==> src/hw/iotc_pkg.sv <==
// Constants shared by the auxiliary I/O interrupt and terminate control.
// Assumes a 20 MHz mclk and a 5-bit time-slot code from the sequence clock.
package iotc_pkg;

  // Time slot code: (major - 1) * 4 + (minor - 1)
  localparam logic [4:0] PH_1_1 = 5'h00;
  localparam logic [4:0] PH_1_2 = 5'h01;
  localparam logic [4:0] PH_1_3 = 5'h02;
  localparam logic [4:0] PH_2_1 = 5'h04;
  localparam logic [4:0] PH_2_2 = 5'h05;
  localparam logic [4:0] PH_2_3 = 5'h06;
  localparam logic [4:0] PH_3_2 = 5'h09;
  localparam logic [4:0] PH_3_3 = 5'h0A;
  localparam logic [4:0] PH_3_4 = 5'h0B;
  localparam logic [4:0] PH_4_2 = 5'h0D;
  localparam logic [4:0] PH_4_4 = 5'h0F;
  localparam logic [4:0] PH_5_1 = 5'h10;
  localparam logic [4:0] PH_5_4 = 5'h13;
  localparam logic [4:0] PH_6_1 = 5'h14;
  localparam logic [4:0] PH_6_4 = 5'h17;

  // Memory locations of the interrupt control words
  localparam logic [14:0] INT_CW1_ADDR = 15'h002A;
  localparam logic [14:0] INT_CW2_ADDR = 15'h002B;

  // Control word fields
  localparam int ADDR_LSB = 0;
  localparam int ADDR_MSB = 13;
  localparam int TALLY_LSB = 14;
  localparam int TALLY_MSB = 23;
  localparam int CW_FIRST_BIT = 21;
  localparam int MARKER_BIT = 1;
  localparam int WATCH_1BIT = 23;
  localparam int WATCH_2BIT = 11;
  localparam int WATCH_3BIT = 7;

  // Reader external-function instruction bits
  localparam int EF_CHAR_MSB = 7;
  localparam int EF_FUNC_BIT = 7;
  localparam int EF_LOCK_BIT = 8;
  localparam int EF_OUT_BIT = 9;
  localparam int EF_IN_BIT = 10;

  // Console translation
  localparam int NCON = 4;
  localparam int CON_DIR_BIT = 4;
  localparam logic [1:0] MODE_1BIT = 2'h0;
  localparam logic [1:0] MODE_2BIT = 2'h1;
  localparam logic [1:0] MODE_3BIT = 2'h2;
  localparam logic [3:0] WIDTH_1 = 4'h1;
  localparam logic [3:0] WIDTH_2 = 4'h2;
  localparam logic [3:0] WIDTH_3 = 4'h3;
  localparam logic [3:0] WIDTH_6 = 4'h6;
  localparam logic [3:0] WIDTH_8 = 4'h8;

  // Timing
  localparam int CLK_NS = 50;
  localparam int HALF_MS_NS = 500000;
  localparam int EF_PULSE_NS = 4000;
  localparam int HALF_MS_CYC = HALF_MS_NS / CLK_NS;
  localparam int EF_PULSE_CYC = EF_PULSE_NS / CLK_NS;

endpackage : iotc_pkg

==> src/hw/iotc_con_if.sv <==
// Carrier between the core and the console translation module.
// Assumes both ends run on mclk.
`timescale 1ns/10ps
interface iotc_con_if;
  logic grant;
  logic xfer;
  logic [23:0] cw;
  logic [23:0] dest;
  logic serpar;
  logic bitsel;
  logic [3:0] gate;
  logic dir_in;
  logic [3:0] equip;
  logic [3:0] width;
  logic set_b21;
  logic marker;
  logic update;
  logic clr_b21;

  modport core (output grant, xfer, cw, dest, serpar, bitsel,
                input gate, dir_in, equip, width, set_b21, marker, update, clr_b21);
  modport con (input grant, xfer, cw, dest, serpar, bitsel,
               output gate, dir_in, equip, width, set_b21, marker, update, clr_b21);
endinterface : iotc_con_if

==> src/hw/iotc_console.sv <==
// Console priority, address translator and input terminate logic.
// Assumes request and address pins are asynchronous; other inputs on mclk.
`timescale 1ns/10ps
module iotc_console
  import iotc_pkg::*;
(
  input wire logic mclk,
  input wire logic srst,
  input wire logic [NCON-1:0] con_req,
  input wire logic [NCON*5-1:0] con_addr,
  iotc_con_if.con cif
);

  typedef struct packed {
    logic [NCON-1:0] rq1, rq2, rq3, rqf;
    logic [NCON*5-1:0] ad1, ad2, ad3, adf;
    logic [3:0] gate;
    logic dir_in;
    logic [3:0] equip;
    logic [3:0] width;
    logic set_b21, marker, update, clr_b21;
  } iotc_con_st_type;

  iotc_con_st_type r, n;
  logic [4:0] sel_addr;
  logic watch;

  // Next state
  always_comb begin
    n = r;
    n.set_b21 = 1'b0;
    n.marker = 1'b0;
    n.update = 1'b0;
    n.clr_b21 = 1'b0;
    sel_addr = 5'h00;
    watch = 1'b0;
    // Three-stage synchronisers, change taken once stages two and three agree
    n.rq1 = con_req;
    n.rq2 = r.rq1;
    n.rq3 = r.rq2;
    n.rqf = (r.rq2 & r.rq3) | (r.rqf & (r.rq2 | r.rq3));
    n.ad1 = con_addr;
    n.ad2 = r.ad1;
    n.ad3 = r.ad2;
    n.adf = (r.ad2 & r.ad3) | (r.adf & (r.ad2 | r.ad3));
    // Fixed priority, lowest console wins
    n.gate = 4'h0;
    if (cif.grant) begin
      for (int i = NCON - 1; i >= 0; i--) begin
        if (r.rqf[i]) begin
          n.gate = 4'(1 << i);
          sel_addr = r.adf[i*5 +: 5];
        end
      end
      n.dir_in = sel_addr[CON_DIR_BIT];
      n.equip = sel_addr[3:0];
    end
    // Serial width from the mode field, parallel width from the selector
    if (cif.serpar) begin
      n.width = cif.bitsel ? WIDTH_8 : WIDTH_6;
    end else begin
      case (cif.cw[TALLY_LSB +: 2])
        MODE_2BIT: n.width = WIDTH_2;
        MODE_3BIT: n.width = WIDTH_3;
        default: n.width = WIDTH_1;
      endcase
    end
    // Marker insertion and arrival watch
    case (cif.cw[TALLY_LSB +: 2])
      MODE_2BIT: watch = cif.dest[WATCH_2BIT];
      MODE_3BIT: watch = cif.dest[WATCH_3BIT];
      default: watch = cif.dest[WATCH_1BIT];
    endcase
    if (cif.xfer) begin
      if (!cif.cw[CW_FIRST_BIT]) begin
        n.set_b21 = 1'b1;
        n.marker = 1'b1;
      end else if (watch) begin
        n.update = 1'b1;
        n.clr_b21 = 1'b1;
      end
    end
  end

  // State register
  always_ff @(posedge mclk) begin
    if (srst) begin
      r <= '0;
    end else begin
      r <= n;
    end
  end

  assign cif.gate = r.gate;
  assign cif.dir_in = r.dir_in;
  assign cif.equip = r.equip;
  assign cif.width = r.width;
  assign cif.set_b21 = r.set_b21;
  assign cif.marker = r.marker;
  assign cif.update = r.update;
  assign cif.clr_b21 = r.clr_b21;

endmodule : iotc_console

==> src/hw/iotc_top.sv <==
// Auxiliary I/O control: time base interrupt, buffer terminate, reader
// enables and console translation.
// Assumes phase and sequence inputs come from the sequence clock on mclk;
// oscillator, reader and console pins are asynchronous.
//
// Operation
// - 6.4 clears S,Z; 1.1 loads 43.
// - 1.2 clears holding register and arm.
// - Save P to 43, load P from operand.
// - Clear D, end sequence, then fetch or RC1.
// - Service sequence only when tally is zero.
// - Armed and oscillator low sets one-shot.
// - One-shot clears: disarm, zero count, resync.
// - Resync sets 3.4 after half ms, clears 4.2.
// - One-shot stays clear until re-armed.
// - Terminate sets 4.4 RC2, clears 6.4 write.
// - Signal terminate; stop shift in area mode.
// - Console priority selects one, enables its gates.
// - Decode console address into direction, equipment.
// - Input width from serial mode or selector.
// - First input sets bit 21 and marker.
// - Marker at watch bit updates, clears bit 21.
// - Char at 3.3, enable bits at 5.1.
// - Bit 7 sets function flop, 4 us signal.
// - Bit 8 sets lockout until first 4.2 after a start.
// - Bit 9 sets output enable, clears exhausted; the code only sets the enable and keeps no exhausted flag.
// - Bit 10 sets input enable, clears full; the code only sets the enable and keeps no full flag.
`timescale 1ns/10ps
module iotc_top
  import iotc_pkg::*;
#(
  parameter int HALF_MS_CYCLES = HALF_MS_CYC
)
(
  input wire logic mclk,
  input wire logic srst,
  input wire logic phase_tick,
  input wire logic [4:0] phase,
  input wire logic scan_seq,
  input wire logic rw_seq,
  input wire logic wc_seq,
  input wire logic rc2_seq,
  input wire logic write_seq,
  input wire logic seq_start,
  input wire logic int_op,
  input wire logic int_grant,
  input wire logic io_req_pending,
  input wire logic arm_set,
  input wire logic disarm,
  input wire logic [23:0] cw42_word,
  input wire logic [13:0] prog_addr_in,
  input wire logic [23:0] operand_in,
  input wire logic cw_wc_zero,
  input wire logic shift_area_mode,
  input wire logic osc_pin,
  input wire logic exf_rseq,
  input wire logic paper_tape_unit_sel,
  input wire logic [10:0] instr,
  input wire logic ack_enable,
  input wire logic rdr_out_req_pin,
  input wire logic rdr_in_req_pin,
  input wire logic [NCON-1:0] con_req,
  input wire logic [NCON*5-1:0] con_addr,
  input wire logic con_grant,
  input wire logic con_xfer,
  input wire logic [23:0] con_cw,
  input wire logic [23:0] con_dest,
  input wire logic con_serpar,
  input wire logic con_bitsel,
  output logic interrupt_service_sequence,
  output logic [14:0] mem_addr,
  output logic [23:0] mem_data,
  output logic [13:0] prog_addr,
  output logic prog_addr_load,
  output logic strobe_upper,
  output logic operand_clear,
  output logic ifetch_enable_set,
  output logic first_control_word_read_start,
  output logic int_armed,
  output logic int_oneshot,
  output logic int_resync,
  output logic buf_term,
  output logic shift_stop,
  output logic [7:0] char_out,
  output logic rdr_ext_func,
  output logic rdr_lockout,
  output logic rdr_input_active,
  output logic rdr_out_accept,
  output logic rdr_in_accept,
  output logic [NCON-1:0] con_gate,
  output logic con_dir_in,
  output logic [3:0] con_equip,
  output logic [3:0] con_width,
  output logic con_set_b21,
  output logic con_marker,
  output logic con_update,
  output logic con_clr_b21
);

  localparam int OSC = 0;
  localparam int RDO = 1;
  localparam int RDI = 2;

  typedef struct packed {
    logic [2:0] sy1, sy2, sy3, filt;
    logic arm, spent, oneshot, half_done, hit, resync;
    logic [15:0] age;
    logic svc, svc_end;
    logic [23:0] x;
    logic [14:0] s;
    logic [23:0] z;
    logic [13:0] p;
    logic p_load, strobe, d_clear, ifetch_set, rc1_start;
    logic buf_term, shift_stop;
    logic [7:0] char_out;
    logic ef, ef_sig, lockout, lock_wait, out_en, in_en, out_ok, in_ok;
    logic [7:0] ef_cnt;
  } iotc_top_st_type;

  iotc_top_st_type r, n;
  logic tick_rdr;

  iotc_con_if cif ();

  ////////////////////////////////////////////////////////////////////////
  // Console translation

  assign cif.grant = con_grant;
  assign cif.xfer = con_xfer;
  assign cif.cw = con_cw;
  assign cif.dest = con_dest;
  assign cif.serpar = con_serpar;
  assign cif.bitsel = con_bitsel;

  iotc_console u_console (
    .mclk(mclk),
    .srst(srst),
    .con_req(con_req),
    .con_addr(con_addr),
    .cif(cif)
  );

  ////////////////////////////////////////////////////////////////////////
  // Next state

  always_comb begin
    n = r;
    n.p_load = 1'b0;
    n.strobe = 1'b0;
    n.d_clear = 1'b0;
    n.ifetch_set = 1'b0;
    n.rc1_start = 1'b0;
    tick_rdr = phase_tick & exf_rseq & paper_tape_unit_sel;

    // Three-stage synchronisers, change taken once stages two and three agree
    n.sy1 = {rdr_in_req_pin, rdr_out_req_pin, osc_pin};
    n.sy2 = r.sy1;
    n.sy3 = r.sy2;
    n.filt = (r.sy2 & r.sy3) | (r.filt & (r.sy2 | r.sy3));

    // Arm control; a re-arm releases the spent one-shot
    if (r.svc && phase_tick && phase == PH_1_2) begin
      n.x = 24'h000000;
      n.arm = 1'b0;
    end
    if (disarm) begin
      n.arm = 1'b0;
      n.oneshot = 1'b0;
    end
    if (arm_set) begin
      n.arm = 1'b1;
      n.spent = 1'b0;
    end

    // One-shot and its half millisecond age
    if (r.oneshot) begin
      if (r.age >= 16'(HALF_MS_CYCLES - 1)) begin
        n.half_done = 1'b1;
      end else begin
        n.age = r.age + 16'h0001;
      end
    end else if (r.arm && !r.spent && !r.filt[OSC] && !disarm) begin
      n.oneshot = 1'b1;
      n.age = 16'h0000;
      n.half_done = 1'b0;
      n.hit = 1'b0;
    end

    // Resync flop marks the interrupt to I/O priority
    if (phase_tick && phase == PH_3_4 && scan_seq && r.oneshot && r.half_done) begin
      n.resync = 1'b1;
      n.hit = 1'b1;
    end
    if (phase_tick && phase == PH_4_2 && r.resync) begin
      n.resync = 1'b0;
    end
    if (phase_tick && phase == PH_1_3 && r.hit && r.oneshot && (rw_seq || wc_seq || r.svc)) begin
      n.oneshot = 1'b0;
      n.spent = 1'b1;
      n.hit = 1'b0;
    end

    // Service sequence entry at 6.4 when the tally is zero
    if (phase_tick && phase == PH_6_4 && int_op && !r.svc &&
        cw42_word[TALLY_MSB:TALLY_LSB] == 10'h000) begin
      n.svc = 1'b1;
      n.s = 15'h0000;
      n.z = 24'h000000;
      n.oneshot = 1'b0;
      n.spent = 1'b1;
    end

    // Service sequence steps
    if (r.svc && phase_tick) begin
      case (phase)
        PH_1_1: n.s = INT_CW2_ADDR;
        PH_1_3: n.x = {10'h000, prog_addr_in};
        PH_2_1: n.z[ADDR_MSB:ADDR_LSB] = r.x[ADDR_MSB:ADDR_LSB];
        PH_2_2: begin
          n.strobe = 1'b1;
          n.p = 14'h0000;
        end
        PH_2_3: begin
          n.p = operand_in[ADDR_MSB:ADDR_LSB];
          n.p_load = 1'b1;
        end
        PH_3_2: n.d_clear = 1'b1;
        PH_5_4: begin
          n.svc = 1'b0;
          n.svc_end = 1'b1;
        end
        default: n.svc = r.svc;
      endcase
    end
    if (r.svc_end && phase_tick && phase == PH_6_1) begin
      n.svc_end = 1'b0;
      n.rc1_start = io_req_pending;
      n.ifetch_set = !io_req_pending;
    end

    // Buffer terminate; a set in the same slot wins over the clear
    if (phase_tick && phase == PH_6_4 && write_seq) begin
      n.buf_term = 1'b0;
      n.shift_stop = 1'b0;
    end
    if (phase_tick && phase == PH_4_4 && rc2_seq && cw_wc_zero && !int_grant) begin
      n.buf_term = 1'b1;
      n.shift_stop = shift_area_mode;
    end

    // Reader character and enable flops
    if (tick_rdr && phase == PH_3_3) begin
      n.char_out = instr[EF_CHAR_MSB:0];
    end
    if (tick_rdr && phase == PH_5_1) begin
      if (instr[EF_FUNC_BIT]) begin
        n.ef = 1'b1;
        n.ef_cnt = 8'(EF_PULSE_CYC);
      end
      if (instr[EF_LOCK_BIT]) begin
        n.lockout = 1'b1;
        n.lock_wait = 1'b1;
      end
      if (instr[EF_OUT_BIT]) begin
        n.out_en = 1'b1;
      end
      if (instr[EF_IN_BIT]) begin
        n.in_en = 1'b1;
      end
    end else begin
      if (r.ef && r.ef_cnt == 8'h00) begin
        n.ef = 1'b0;
      end
      if (r.lockout && seq_start) begin
        n.lock_wait = 1'b0;
      end
      if (r.lockout && !r.lock_wait && phase_tick && phase == PH_4_2) begin
        n.lockout = 1'b0;
      end
      if (r.out_en && r.filt[RDO] && r.buf_term) begin
        n.out_en = 1'b0;
      end
      if (r.in_en && r.filt[RDI] && r.buf_term) begin
        n.in_en = 1'b0;
      end
    end
    if (r.ef && r.ef_cnt != 8'h00) begin
      n.ef_cnt = r.ef_cnt - 8'h01;
    end
    n.ef_sig = r.ef && r.ef_cnt != 8'h00 && ack_enable;

    // Reader requests are blocked while the function flop is set
    n.out_ok = r.filt[RDO] && r.out_en && !r.ef && !r.buf_term;
    n.in_ok = r.filt[RDI] && r.in_en && !r.ef && !r.buf_term;
  end

  ////////////////////////////////////////////////////////////////////////
  // State register

  always_ff @(posedge mclk) begin
    if (srst) begin
      r <= '0;
    end else begin
      r <= n;
    end
  end

  ////////////////////////////////////////////////////////////////////////
  // Outputs

  assign interrupt_service_sequence = r.svc;
  assign mem_addr = r.s;
  assign mem_data = r.z;
  assign prog_addr = r.p;
  assign prog_addr_load = r.p_load;
  assign strobe_upper = r.strobe;
  assign operand_clear = r.d_clear;
  assign ifetch_enable_set = r.ifetch_set;
  assign first_control_word_read_start = r.rc1_start;
  assign int_armed = r.arm;
  assign int_oneshot = r.oneshot;
  assign int_resync = r.resync;
  assign buf_term = r.buf_term;
  assign shift_stop = r.shift_stop;
  assign char_out = r.char_out;
  assign rdr_ext_func = r.ef_sig;
  assign rdr_lockout = r.lockout;
  assign rdr_input_active = r.in_en;
  assign rdr_out_accept = r.out_ok;
  assign rdr_in_accept = r.in_ok;
  assign con_gate = cif.gate;
  assign con_dir_in = cif.dir_in;
  assign con_equip = cif.equip;
  assign con_width = cif.width;
  assign con_set_b21 = cif.set_b21;
  assign con_marker = cif.marker;
  assign con_update = cif.update;
  assign con_clr_b21 = cif.clr_b21;

endmodule : iotc_top

==> config.mk <==
export PLATFORM = sky130hd
export DESIGN_NAME = iotc_top
export DESIGN_NICKNAME = d
export VERILOG_FILES = /design/src/hw/iotc_pkg.sv /design/src/hw/iotc_con_if.sv /design/src/hw/iotc_console.sv /design/src/hw/iotc_top.sv
export SDC_FILE = /design/constraint.sdc
export NUM_CORES = 1
export LEC_CHECK = 0
export BUFFER_PORTS_ARGS = -buffer_cell sky130_fd_sc_hd__buf_2
export CAP_MARGIN = 40
export CORE_UTILIZATION = 30
export DETAILED_ROUTE_END_ITERATION = 10
export PLACE_DENSITY = 0.6
export SLEW_MARGIN = 15
export SYNTH_ARGS = -nofsm -noshare
export SYNTH_HDL_FRONTEND = slang
export SYNTH_SLANG_ARGS = --single-unit
==> constraint.sdc <==
create_clock -name mclk -period 2.15 [get_ports mclk]
set_input_delay 0.1075 -clock mclk [delete_from_list [all_inputs] [get_ports mclk]]
set_output_delay 0.1075 -clock mclk [all_outputs]
set_load 0.05 [all_outputs]
==> impl_metrics.py, run 1 <==
metrics = {
    "outcome": {
        "outcome": "completed",
    },
    "timing": {
        "setup_ws_ps": 195,
        "max_freq_ghz": 0.511,
        "drv_slew": 0,
        "hold_viol_final": 0,
        "min_period_over_period": 0.909,
        "skew_ps": 11.9,
        "rsz0062_at_grt": "no",
        "max-slew-margin-rel": 0.535,
        "worst_pin_slew_ps": 698,
        "setup_violations": 0,
        "finalSetupTns_ps": 0,
        "layout_min_cycle_time_ps": 1960,
    },
    "place": {
        "gp_congestion": 0.748,
        "io_buffers": 193,
        "hpwlAfterDp_um": 13600,
        "dp_slack_ps": 177,
    },
    "logic_synthesis": {
        "async_reset_ff_frac": 0,
        "synth_area_leaders": "dfxtp_1, buf_4, nor2b_1",
        "yosys.cell_count.top_type": "dfxtp_1",
        "synth_top_area_share": 0.546,
        "synth.ff_latch_count": 235,
        "synth_area_um2": 8610,
        "netlist_instances": 885,
        "ys_warn_count": 0,
        "synth_edf_count": 0,
        "synth_top_cell_by_area": "dfxtp_1",
        "syn_avg_cell_area_um2": 9.73,
        "synth_ff_type": "dfxtp_1",
        "synth-seq-area-share": 0.546,
        "yosys-top-cells-count": "dfxtp_1, nor2b_1, nor2_1",
        "yosysUniqueCellTypes": 56,
    },
    "global_routing": {
        "grt_pass1_vias": 6467,
        "grt_max_degree": 91,
        "overflow": 0,
        "grt_usage": 0.138,
        "grt_pass1_wl_um": 32500,
        "antenna_found_initial": 0,
    },
    "route": {
        "drt-initial-drc-count": 275,
        "vias": 6719,
        "drt-pass1-iter-count": 4,
        "via_per_inst": 4.43,
        "wl_per_cell_um": 13.6,
        "totalWireLength_um": 20600,
        "drtAntennaViolNets": 0,
        "drc_errors": 0,
    },
    "critical_path": {
        "cp_data_arrival_time_ps": 2430,
        "worstSetupPathType": "reg2reg",
        "worstPathRequired_ps": 2630,
        "cp-end-kind": "flip-flop",
        "r2r_slack_ps": 190,
        "critical_path.max_fanout": 6,
        "start_kind": "flip-flop",
    },
    "floorplan": {
        "initial_core_util": 0.307,
        "die_y_um": 171,
        "rows": 61,
        "core_area_um2": 28000,
        "die_area_um2": 29400,
        "die_w_um": 171,
        "pin_count": 270,
    },
    "power": {
        "power_leakage_nw": 4.72,
        "powerDensity_nw_per_um2": 860,
        "power_mw": 9.85,
        "ir_drop_v": 0.000599,
    },
    "cts": {
        "clk_latency_ps": 540,
        "cts_tree": "built",
        "cts_root_buf": "clkbuf_16",
        "htree_levels": 1,
        "clockBufferDepth": 3,
        "cts.sinks": 235,
        "post-cts-setup-buffers": 0,
        "numCtsBuffers": 27,
        "clkTransAtPathRegs_ps": 60,
    },
    "final_layout": {
        "nNetsFinal": 1299,
        "diodes": 0,
        "regArea_um2": 4700,
        "area_growth_pct": 33.1,
        "multi_input_area_um2": 3170,
        "fill_cells": 2740,
        "drive_gt1_frac": 0.238,
    },
    "hold_path": {
        "holdCritPathClass": "in2reg",
    },
    "run": {
        "maxCapViolations": 0,
    },
}
[through the flow]
| stage | cells | instance area [µm²] | hold slack (ps) | util |
|---|---|---|---|---|
| finish | 1515 | 11500 | 46.0 | 0.409 |
| global route | 1515 | 11500 | 39.1 | 0.409 |
| CTS | 1515 | 11500 | 3.76 | 0.409 |
| detailed placement | 1370 | 9530 | 283 | 0.340 |
| global placement | 1370 | 9530 | 280 | 0.340 |
| floorplan | 894 | 8640 | 180 | - |
[cell usage in the layout, fill, tap and decap left out, types with 5 or more instances in the layout]
| master | synthesis | final |
|---|---|---|
| dfxtp_1 | 235 | 235 |
| buf_2 | 5 | 192 |
| dlygate4sd3_1 | 0 | 97 |
| nor2b_1 | 88 | 88 |
| nor2_1 | 81 | 81 |
| a21oi_1 | 52 | 52 |
| nand2_1 | 50 | 50 |
| o21ai_0 | 37 | 37 |
| a22oi_1 | 30 | 30 |
| clkbuf_16 | 0 | 27 |
| nor3_1 | 19 | 19 |
| buf_4 | 75 | 18 |
| inv_1 | 16 | 16 |
| and2_1 | 15 | 15 |
| a22o_1 | 14 | 14 |
| nand3_1 | 12 | 12 |
| a211oi_1 | 11 | 11 |
| conb_1 | 1 | 10 |
| mux2i_1 | 9 | 9 |
| nor4_1 | 10 | 9 |
| xnor2_1 | 9 | 9 |
| and3_1 | 8 | 8 |
| a221oi_1 | 6 | 6 |
| nand2b_1 | 6 | 6 |
| nand3b_1 | 5 | 5 |
| ha_1 | 5 | 5 |
| bufinv_16 | 0 | 5 |
[area by class of cell]
type,instances,area share
Clock inverter,15,0.0206
Sequential cell,235,0.411
Inverter,16,0.00524
Clock buffer,33,0.0627
Timing Repair Buffer,309,0.183
Multi-Input combinational cell,529,0.277
Tap cell,378,0.0413
[sequential cells by signal (all words and copies together), names as in the netlist, 4 cells and up]
name,flops
r,51
u_console.n,48
u_console.r,48
mem_addr,15
mem_data,14
prog_addr,14
char_out,8
n,6
u_console.cif.equip,4
u_console.cif.gate,4
u_console.cif.width,4
[per-layer routing]
metal / GRT usage / wire length, µm
met5: 0 / 0
met4: 0.0408 / 465
met3: 0.0439 / 1480
met2: 0.238 / 9800
met1: 0.163 / 8870
[critical path, stage by stage, from the launching register on]
cell,delay (ps)
dfxtp_1,420
ha_1,260
nand3_1,150
a211oi_2,410
buf_4,210
nor4b_2,60
a311oi_1,260
nand2b_1,120
[power breakdown]
part | internal (mW) | total (mW) | switching (mW)
combinational | 0.254 | 0.544 | 0.290
sequential | 4.43 | 4.46 | 0.0323
clock | 3.00 | 4.85 | 1.85
total | 7.68 | 9.85 | 2.17
[worst paths after layout]
| check | startpoint | end | depth (start not counted) |
|---|---|---|---|
| max | r[110] | r[120] | 7 |
| min | int_grant | buf_term | 5 |
| max reg2reg | r[110] | r[120] | 7 |
| min reg2reg | u_console.n[61] | u_console.n[41] | 1 |
[kinds of logic after synthesis]
family          count (synthesis)  synth area share
other cells                     1          0.000436
mux                            10            0.0118
compound gates                169             0.126
simple gates                  326             0.208
flops                         235             0.546
buf+inv                       130            0.0910
xor+xnor                        9           0.00916
fa+ha+maj                       5           0.00727
[timing repair]
item                       4_1_cts  5_1_grt
hold buffers                    97        0
hold endpoints to repair       108        0
setup endpoints to repair        0        1
gates resized for setup          0        1
Note: power is estimated with default switching activity, not from simulation.
==> run 2: changes to the inputs <==
CORE_UTILIZATION = 40   (was 30)
PLACE_DENSITY = 0.73   (was 0.6)
==> impl_metrics.py, run 2 (synthesis gave the netlist of run 1 again) <==
metrics = {
    "power": {
        "pwr-share-seq": 0.483,
        "internal-power_mw": 7.23,
        "power_mw": 9.24,
        "p_switching_mw": 2.01,
        "powerDensity_nw_per_um2": 832,
        "power_frac_comb": 0.059,
        "power_leakage_nw": 4.60,
        "p_clk_frac": 0.458,
        "p_sw_frac": 0.217,
        "ir_drop_v": 0.000684,
    },
    "final_layout": {
        "largest_register_ffs": 51,
        "diodes": 0,
        "layout_common_cells": "dfxtp_1, buf_2, nor2b_1, dlygate4sd3_1, nor2_1",
        "drive_gt1_frac": 0.240,
        "fill_cells": 1866,
        "top_register": "r",
        "multi_input_area_um2": 3170,
        "regArea_um2": 4700,
        "final_common_cell": "dfxtp_1",
        "area_growth_pct": 29.0,
        "stdcell_count": 1398,
        "nNetsFinal": 1287,
    },
    "floorplan": {
        "pin_count": 270,
        "die_y_um": 149,
        "die_area_um2": 22100,
        "rows": 53,
        "initial_core_util": 0.408,
        "core_area_um2": 21100,
        "die_w_um": 149,
    },
    "global_routing": {
        "overflow": 0,
        "grt_max_degree": 138,
        "grt_pass1_vias": 6524,
        "antenna_found_initial": 0,
        "grt_pass1_wl_um": 31300,
        "grt_usage": 0.175,
    },
    "timing": {
        "setup_violations": 0,
        "rsz0062_at_grt": "no",
        "max_freq_ghz": 0.508,
        "min_period_over_period": 0.915,
        "hold_viol_final": 0,
        "skew_ps": 10.2,
        "finalSetupTns_ps": 0,
        "max-slew-margin-rel": 0.530,
        "drv_slew": 0,
        "layout_min_cycle_time_ps": 1970,
        "setup_ws_ps": 182,
        "holdWs_ps": 39.5,
        "worst_pin_slew_ps": 706,
    },
    "hold_path": {
        "min_to": "int_resync",
        "hold-path-cell-count": 5,
        "min-delay-start": "scan_seq",
        "holdCritPathClass": "in2reg",
    },
    "run": {
        "maxCapViolations": 0,
    },
    "route": {
        "drc_errors": 0,
        "drtAntennaViolNets": 0,
        "drt-initial-drc-count": 326,
        "wl_per_cell_um": 14.1,
        "via_per_inst": 4.82,
        "totalWireLength_um": 19800,
        "drt-pass1-iter-count": 5,
        "vias": 6739,
    },
    "critical_path": {
        "critical_path.max_fanout": 11,
        "r2r-start": "interrupt_service_sequence",
        "worstSetupPathType": "reg2reg",
        "start_kind": "flip-flop",
        "worstPathRequired_ps": 2540,
        "rr_worst_depth": 5,
        "r2r_slack_ps": 180,
        "cp-end-kind": "flip-flop",
        "reg2reg_to": "mem_addr[9]",
        "cp_data_arrival_time_ps": 2360,
    },
    "cts": {
        "clk_latency_ps": 510,
        "cts.sinks": 235,
        "htree_levels": 1,
        "cts_tree": "built",
        "numCtsBuffers": 25,
        "clkTransAtPathRegs_ps": 60,
        "cts_root_buf": "clkbuf_16",
        "clockBufferDepth": 3,
    },
    "outcome": {
        "outcome": "completed",
    },
    "place": {
        "io_buffers": 193,
        "dp_slack_ps": 191,
        "dpl.cell_count": 1266,
        "gp_congestion": 0.803,
        "hpwlAfterDp_um": 12800,
    },
}
-- run 2: layout make-up --
type                    count  area share
multi-input cells         529       0.285
flip-flops and latches    235       0.424
clock inverters            13      0.0118
inverters                  16     0.00541
repair buffers            299       0.180
clock buffers              31      0.0629
well taps                 275      0.0310
-- run 2: per-layer routing --
layer	share of wire	routed length [µm]	global-route usage	vias up
met5	0	0	0	-
met4	0.020	400	0.0464	0
met3	0.071	1400	0.0494	34
met2	0.49	9690	0.313	208
met1	0.42	8270	0.203	3105
li1	-	-	-	3392
-- run 2: timing repair --
| item | in CTS | in global routing |
|---|---|---|
| gates resized for setup | 0 | 1 |
| endpoints found under the setup margin | 0 | 13 |
| setup buffers | 0 | 0 |
| hold buffers | 88 | 0 |
| hold endpoints to repair | 107 | 0 |
-- run 2: how the worst max path moves through the flow --
stage                                from            end  cells after the start
6_report       interrupt_service_sequence    mem_addr[9]                      5
2_1_floorplan  interrupt_service_sequence   mem_data[10]                      6
3_3_place_gp                cw42_word[15]    mem_addr[9]                      6
3_5_place_dp                cw42_word[15]    mem_addr[8]                      6
5_1_grt                            r[110]         r[119]                      7
4_1_cts                              srst  operand_clear                      7
-- run 2: through the flow --
step,util,area [µm²]
after global placement,0.445,9390
after floorplan,-,8640
after detailed placement,0.445,9390
after global routing,0.527,11100
after CTS,0.526,11100
final,0.527,11100
-- run 2: power by group through the flow --
stage          logic [mW]  clock network, mW  registers, mW
2_1_floorplan       0.264                  0           4.57
3_5_place_dp        0.421                  0           4.56
3_3_place_gp        0.418                  0           4.56
4_1_cts             0.542               4.35           4.46
5_1_grt             0.592               4.55           4.47
6_report            0.545               4.23           4.46
-- run 2: worst max-delay path, stage by stage (launching register included) --
cell and delay (ps):
dfxtp_1 370, or4_1 530, nor2_1 260, a21o_1 260, a21oi_1 180, and2_1 260
==> run 3: changes to the inputs <==
CTS_BUF_LIST = sky130_fd_sc_hd__clkbuf_4 sky130_fd_sc_hd__clkbuf_8   (was not set)
RECOVER_POWER = 50   (was not set)
==> impl_metrics.py, run 3 (synthesis gave the netlist of run 1 again) <==
metrics = {
    "outcome": {
        "outcome": "completed",
    },
    "global_routing": {
        "grt_pass1_vias": 6771,
        "grt_usage": 0.181,
        "top_usage_layer": "met2",
        "grt_use_met1": 0.207,
        "grt.met3_usage": 0.0494,
        "antenna_found_initial": 0,
        "use_met2": 0.321,
        "grt_max_degree": 138,
        "overflow": 0,
        "grt_pass1_wl_um": 32200,
    },
    "power": {
        "internal-power_mw": 6.69,
        "power_frac_comb": 0.063,
        "ir_drop_v": 0.000610,
        "pwr-share-seq": 0.510,
        "p_switching_mw": 2.06,
        "p_sw_frac": 0.235,
        "power_leakage_nw": 4.30,
        "p_clk_frac": 0.427,
        "powerDensity_nw_per_um2": 795,
    },
    "critical_path": {
        "rr_worst_depth": 5,
        "r2r_slack_ps": 130,
        "cpMaxStageDelayCell": "or4_1",
        "path_cells": "or4_1, nor2_1, a21o_1, a21oi_1, and2_1",
        "worstSetupPathType": "reg2reg",
        "critical_path.max_fanout": 11,
        "cp-end-kind": "flip-flop",
        "reg2reg_to": "mem_addr[9]",
        "r2r-start": "interrupt_service_sequence",
        "start_kind": "flip-flop",
        "worstPathBufferInverterCount": 0,
        "worstPathRequired_ps": 2540,
        "slowest_delay_ps": 540,
        "cp_data_arrival_time_ps": 2410,
        "critical_path.top_delay_family": "simple AND/OR/NAND/NOR gates",
    },
    "place": {
        "hpwlAfterDp_um": 12800,
        "io_buffers": 193,
        "dp_slack_ps": 191,
        "gp_congestion": 0.803,
        "dpl.cell_count": 1266,
    },
    "final_layout": {
        "final_common_cell": "dfxtp_1",
        "diodes": 0,
        "stdcell_count": 1426,
        "top_register": "r",
        "largest_register_ffs": 51,
        "nNetsFinal": 1309,
        "layout_common_cells": "dfxtp_1, buf_2, dlygate4sd3_1, nor2b_1, nor2_1",
        "multi_input_area_um2": 3170,
        "fill_cells": 1940,
        "regArea_um2": 4700,
        "drive_gt1_frac": 0.185,
        "area_growth_pct": 27.8,
    },
    "timing": {
        "skew_ps": 29.5,
        "hold_viol_final": 0,
        "max-slew-margin-rel": 0.522,
        "drv_slew": 0,
        "setup_ws_ps": 131,
        "finalSetupTns_ps": 0,
        "rsz0062_at_grt": "no",
        "min_period_over_period": 0.939,
        "worst_pin_slew_ps": 717,
        "setup_violations": 0,
        "holdWs_ps": 52.9,
        "max_freq_ghz": 0.495,
        "layout_min_cycle_time_ps": 2020,
    },
    "route": {
        "totalWireLength_um": 20500,
        "via_per_inst": 4.86,
        "drt-initial-drc-count": 316,
        "drc_errors": 0,
        "wl_per_cell_um": 14.4,
        "vias": 6924,
        "drtAntennaViolNets": 0,
        "drt-pass1-iter-count": 5,
    },
    "floorplan": {
        "rows": 53,
        "core_area_um2": 21100,
        "die_area_um2": 22100,
        "pin_count": 270,
        "die_y_um": 149,
        "die_w_um": 149,
        "initial_core_util": 0.408,
    },
    "hold_path": {
        "min-delay-start": "phase[4]",
        "min_to": "rdr_lockout",
        "holdCritPathClass": "in2reg",
        "hold-path-cell-count": 3,
    },
    "cts": {
        "htree_levels": 2,
        "clockBufferDepth": 3,
        "post-cts-setup-buffers": 0,
        "numCtsBuffers": 39,
        "clk_latency_ps": 530,
        "cts_tree": "built",
        "cts_root_buf": "clkbuf_8",
        "cts.sinks": 235,
        "clkTransAtPathRegs_ps": 60,
    },
    "run": {
        "maxCapViolations": 0,
    },
}
-- run 3: cell types whose count changed in the layout (fill, tap and decap cells not counted), sizes merged --
| cell | delta |
|---|---|
| buf | -78 |
| bufinv | -2 |
| clkbuf | +99 |
| clkinv | +2 |
| dlygate4sd3 | +8 |
| inv | -1 |
-- run 3: what timing repair did --
item                       4_1_cts  5_1_grt
hold buffers                    96        0
hold endpoints to repair       108        0
setup endpoints to repair        0       15
gates resized for setup          0        2
-- run 3: how the worst max path moves through the flow --
| stage | from | endpoint | slack (ps) | depth (start not counted) |
|---|---|---|---|---|
| after global routing | interrupt_service_sequence | mem_addr[8] | 20 | 5 |
| after detailed placement | cw42_word[15] | mem_addr[8] | 190 | 6 |
| final | interrupt_service_sequence | mem_addr[9] | 130 | 5 |
| after floorplan | interrupt_service_sequence | mem_data[10] | 210 | 6 |
| after CTS | srst | operand_clear | 200 | 7 |
| after global placement | cw42_word[15] | mem_addr[9] | 240 | 6 |
-- run 3: area by class of cell --
type                       instances  area share
tap                              275      0.0313
inverter                          16     0.00546
multi-input combinational        529       0.288
sequential                       235       0.428
clock buffer                      52      0.0599
timing repair buffer             307       0.180
clock inverter                    12     0.00728
-- run 3: worst register-to-register path, delay by kind of cell (launching register included) --
| kind | cells | cell delay (ps) |
|---|---|---|
| simple gates | 3 | 1070 |
| flops | 1 | 350 |
| compound gates | 2 | 460 |
-- run 3: per-stage QoR --
step	util	instance area (µm²)	power [mW]
finish	0.522	11000	8.75
global route	0.522	11000	9.12
detailed placement	0.445	9390	4.98
CTS	0.526	11100	8.86
global placement	0.445	9390	4.97
floorplan	-	8640	4.83
-- run 3: layer usage --
metal	up-vias	part of all wire	wire length (µm)
met3	37	0.062	1270
li1	3445	-	-
met2	216	0.50	10200
met5	-	0	0
met4	0	0.019	389
met1	3226	0.42	8630
-- run 3: power by group through the flow --
stage	combinational [mW]	clock, mW	sequential [mW]
2_1_floorplan	0.264	0	4.57
3_3_place_gp	0.418	0	4.56
3_5_place_dp	0.421	0	4.56
4_1_cts	0.545	3.85	4.46
5_1_grt	0.589	4.06	4.47
6_report	0.547	3.74	4.46
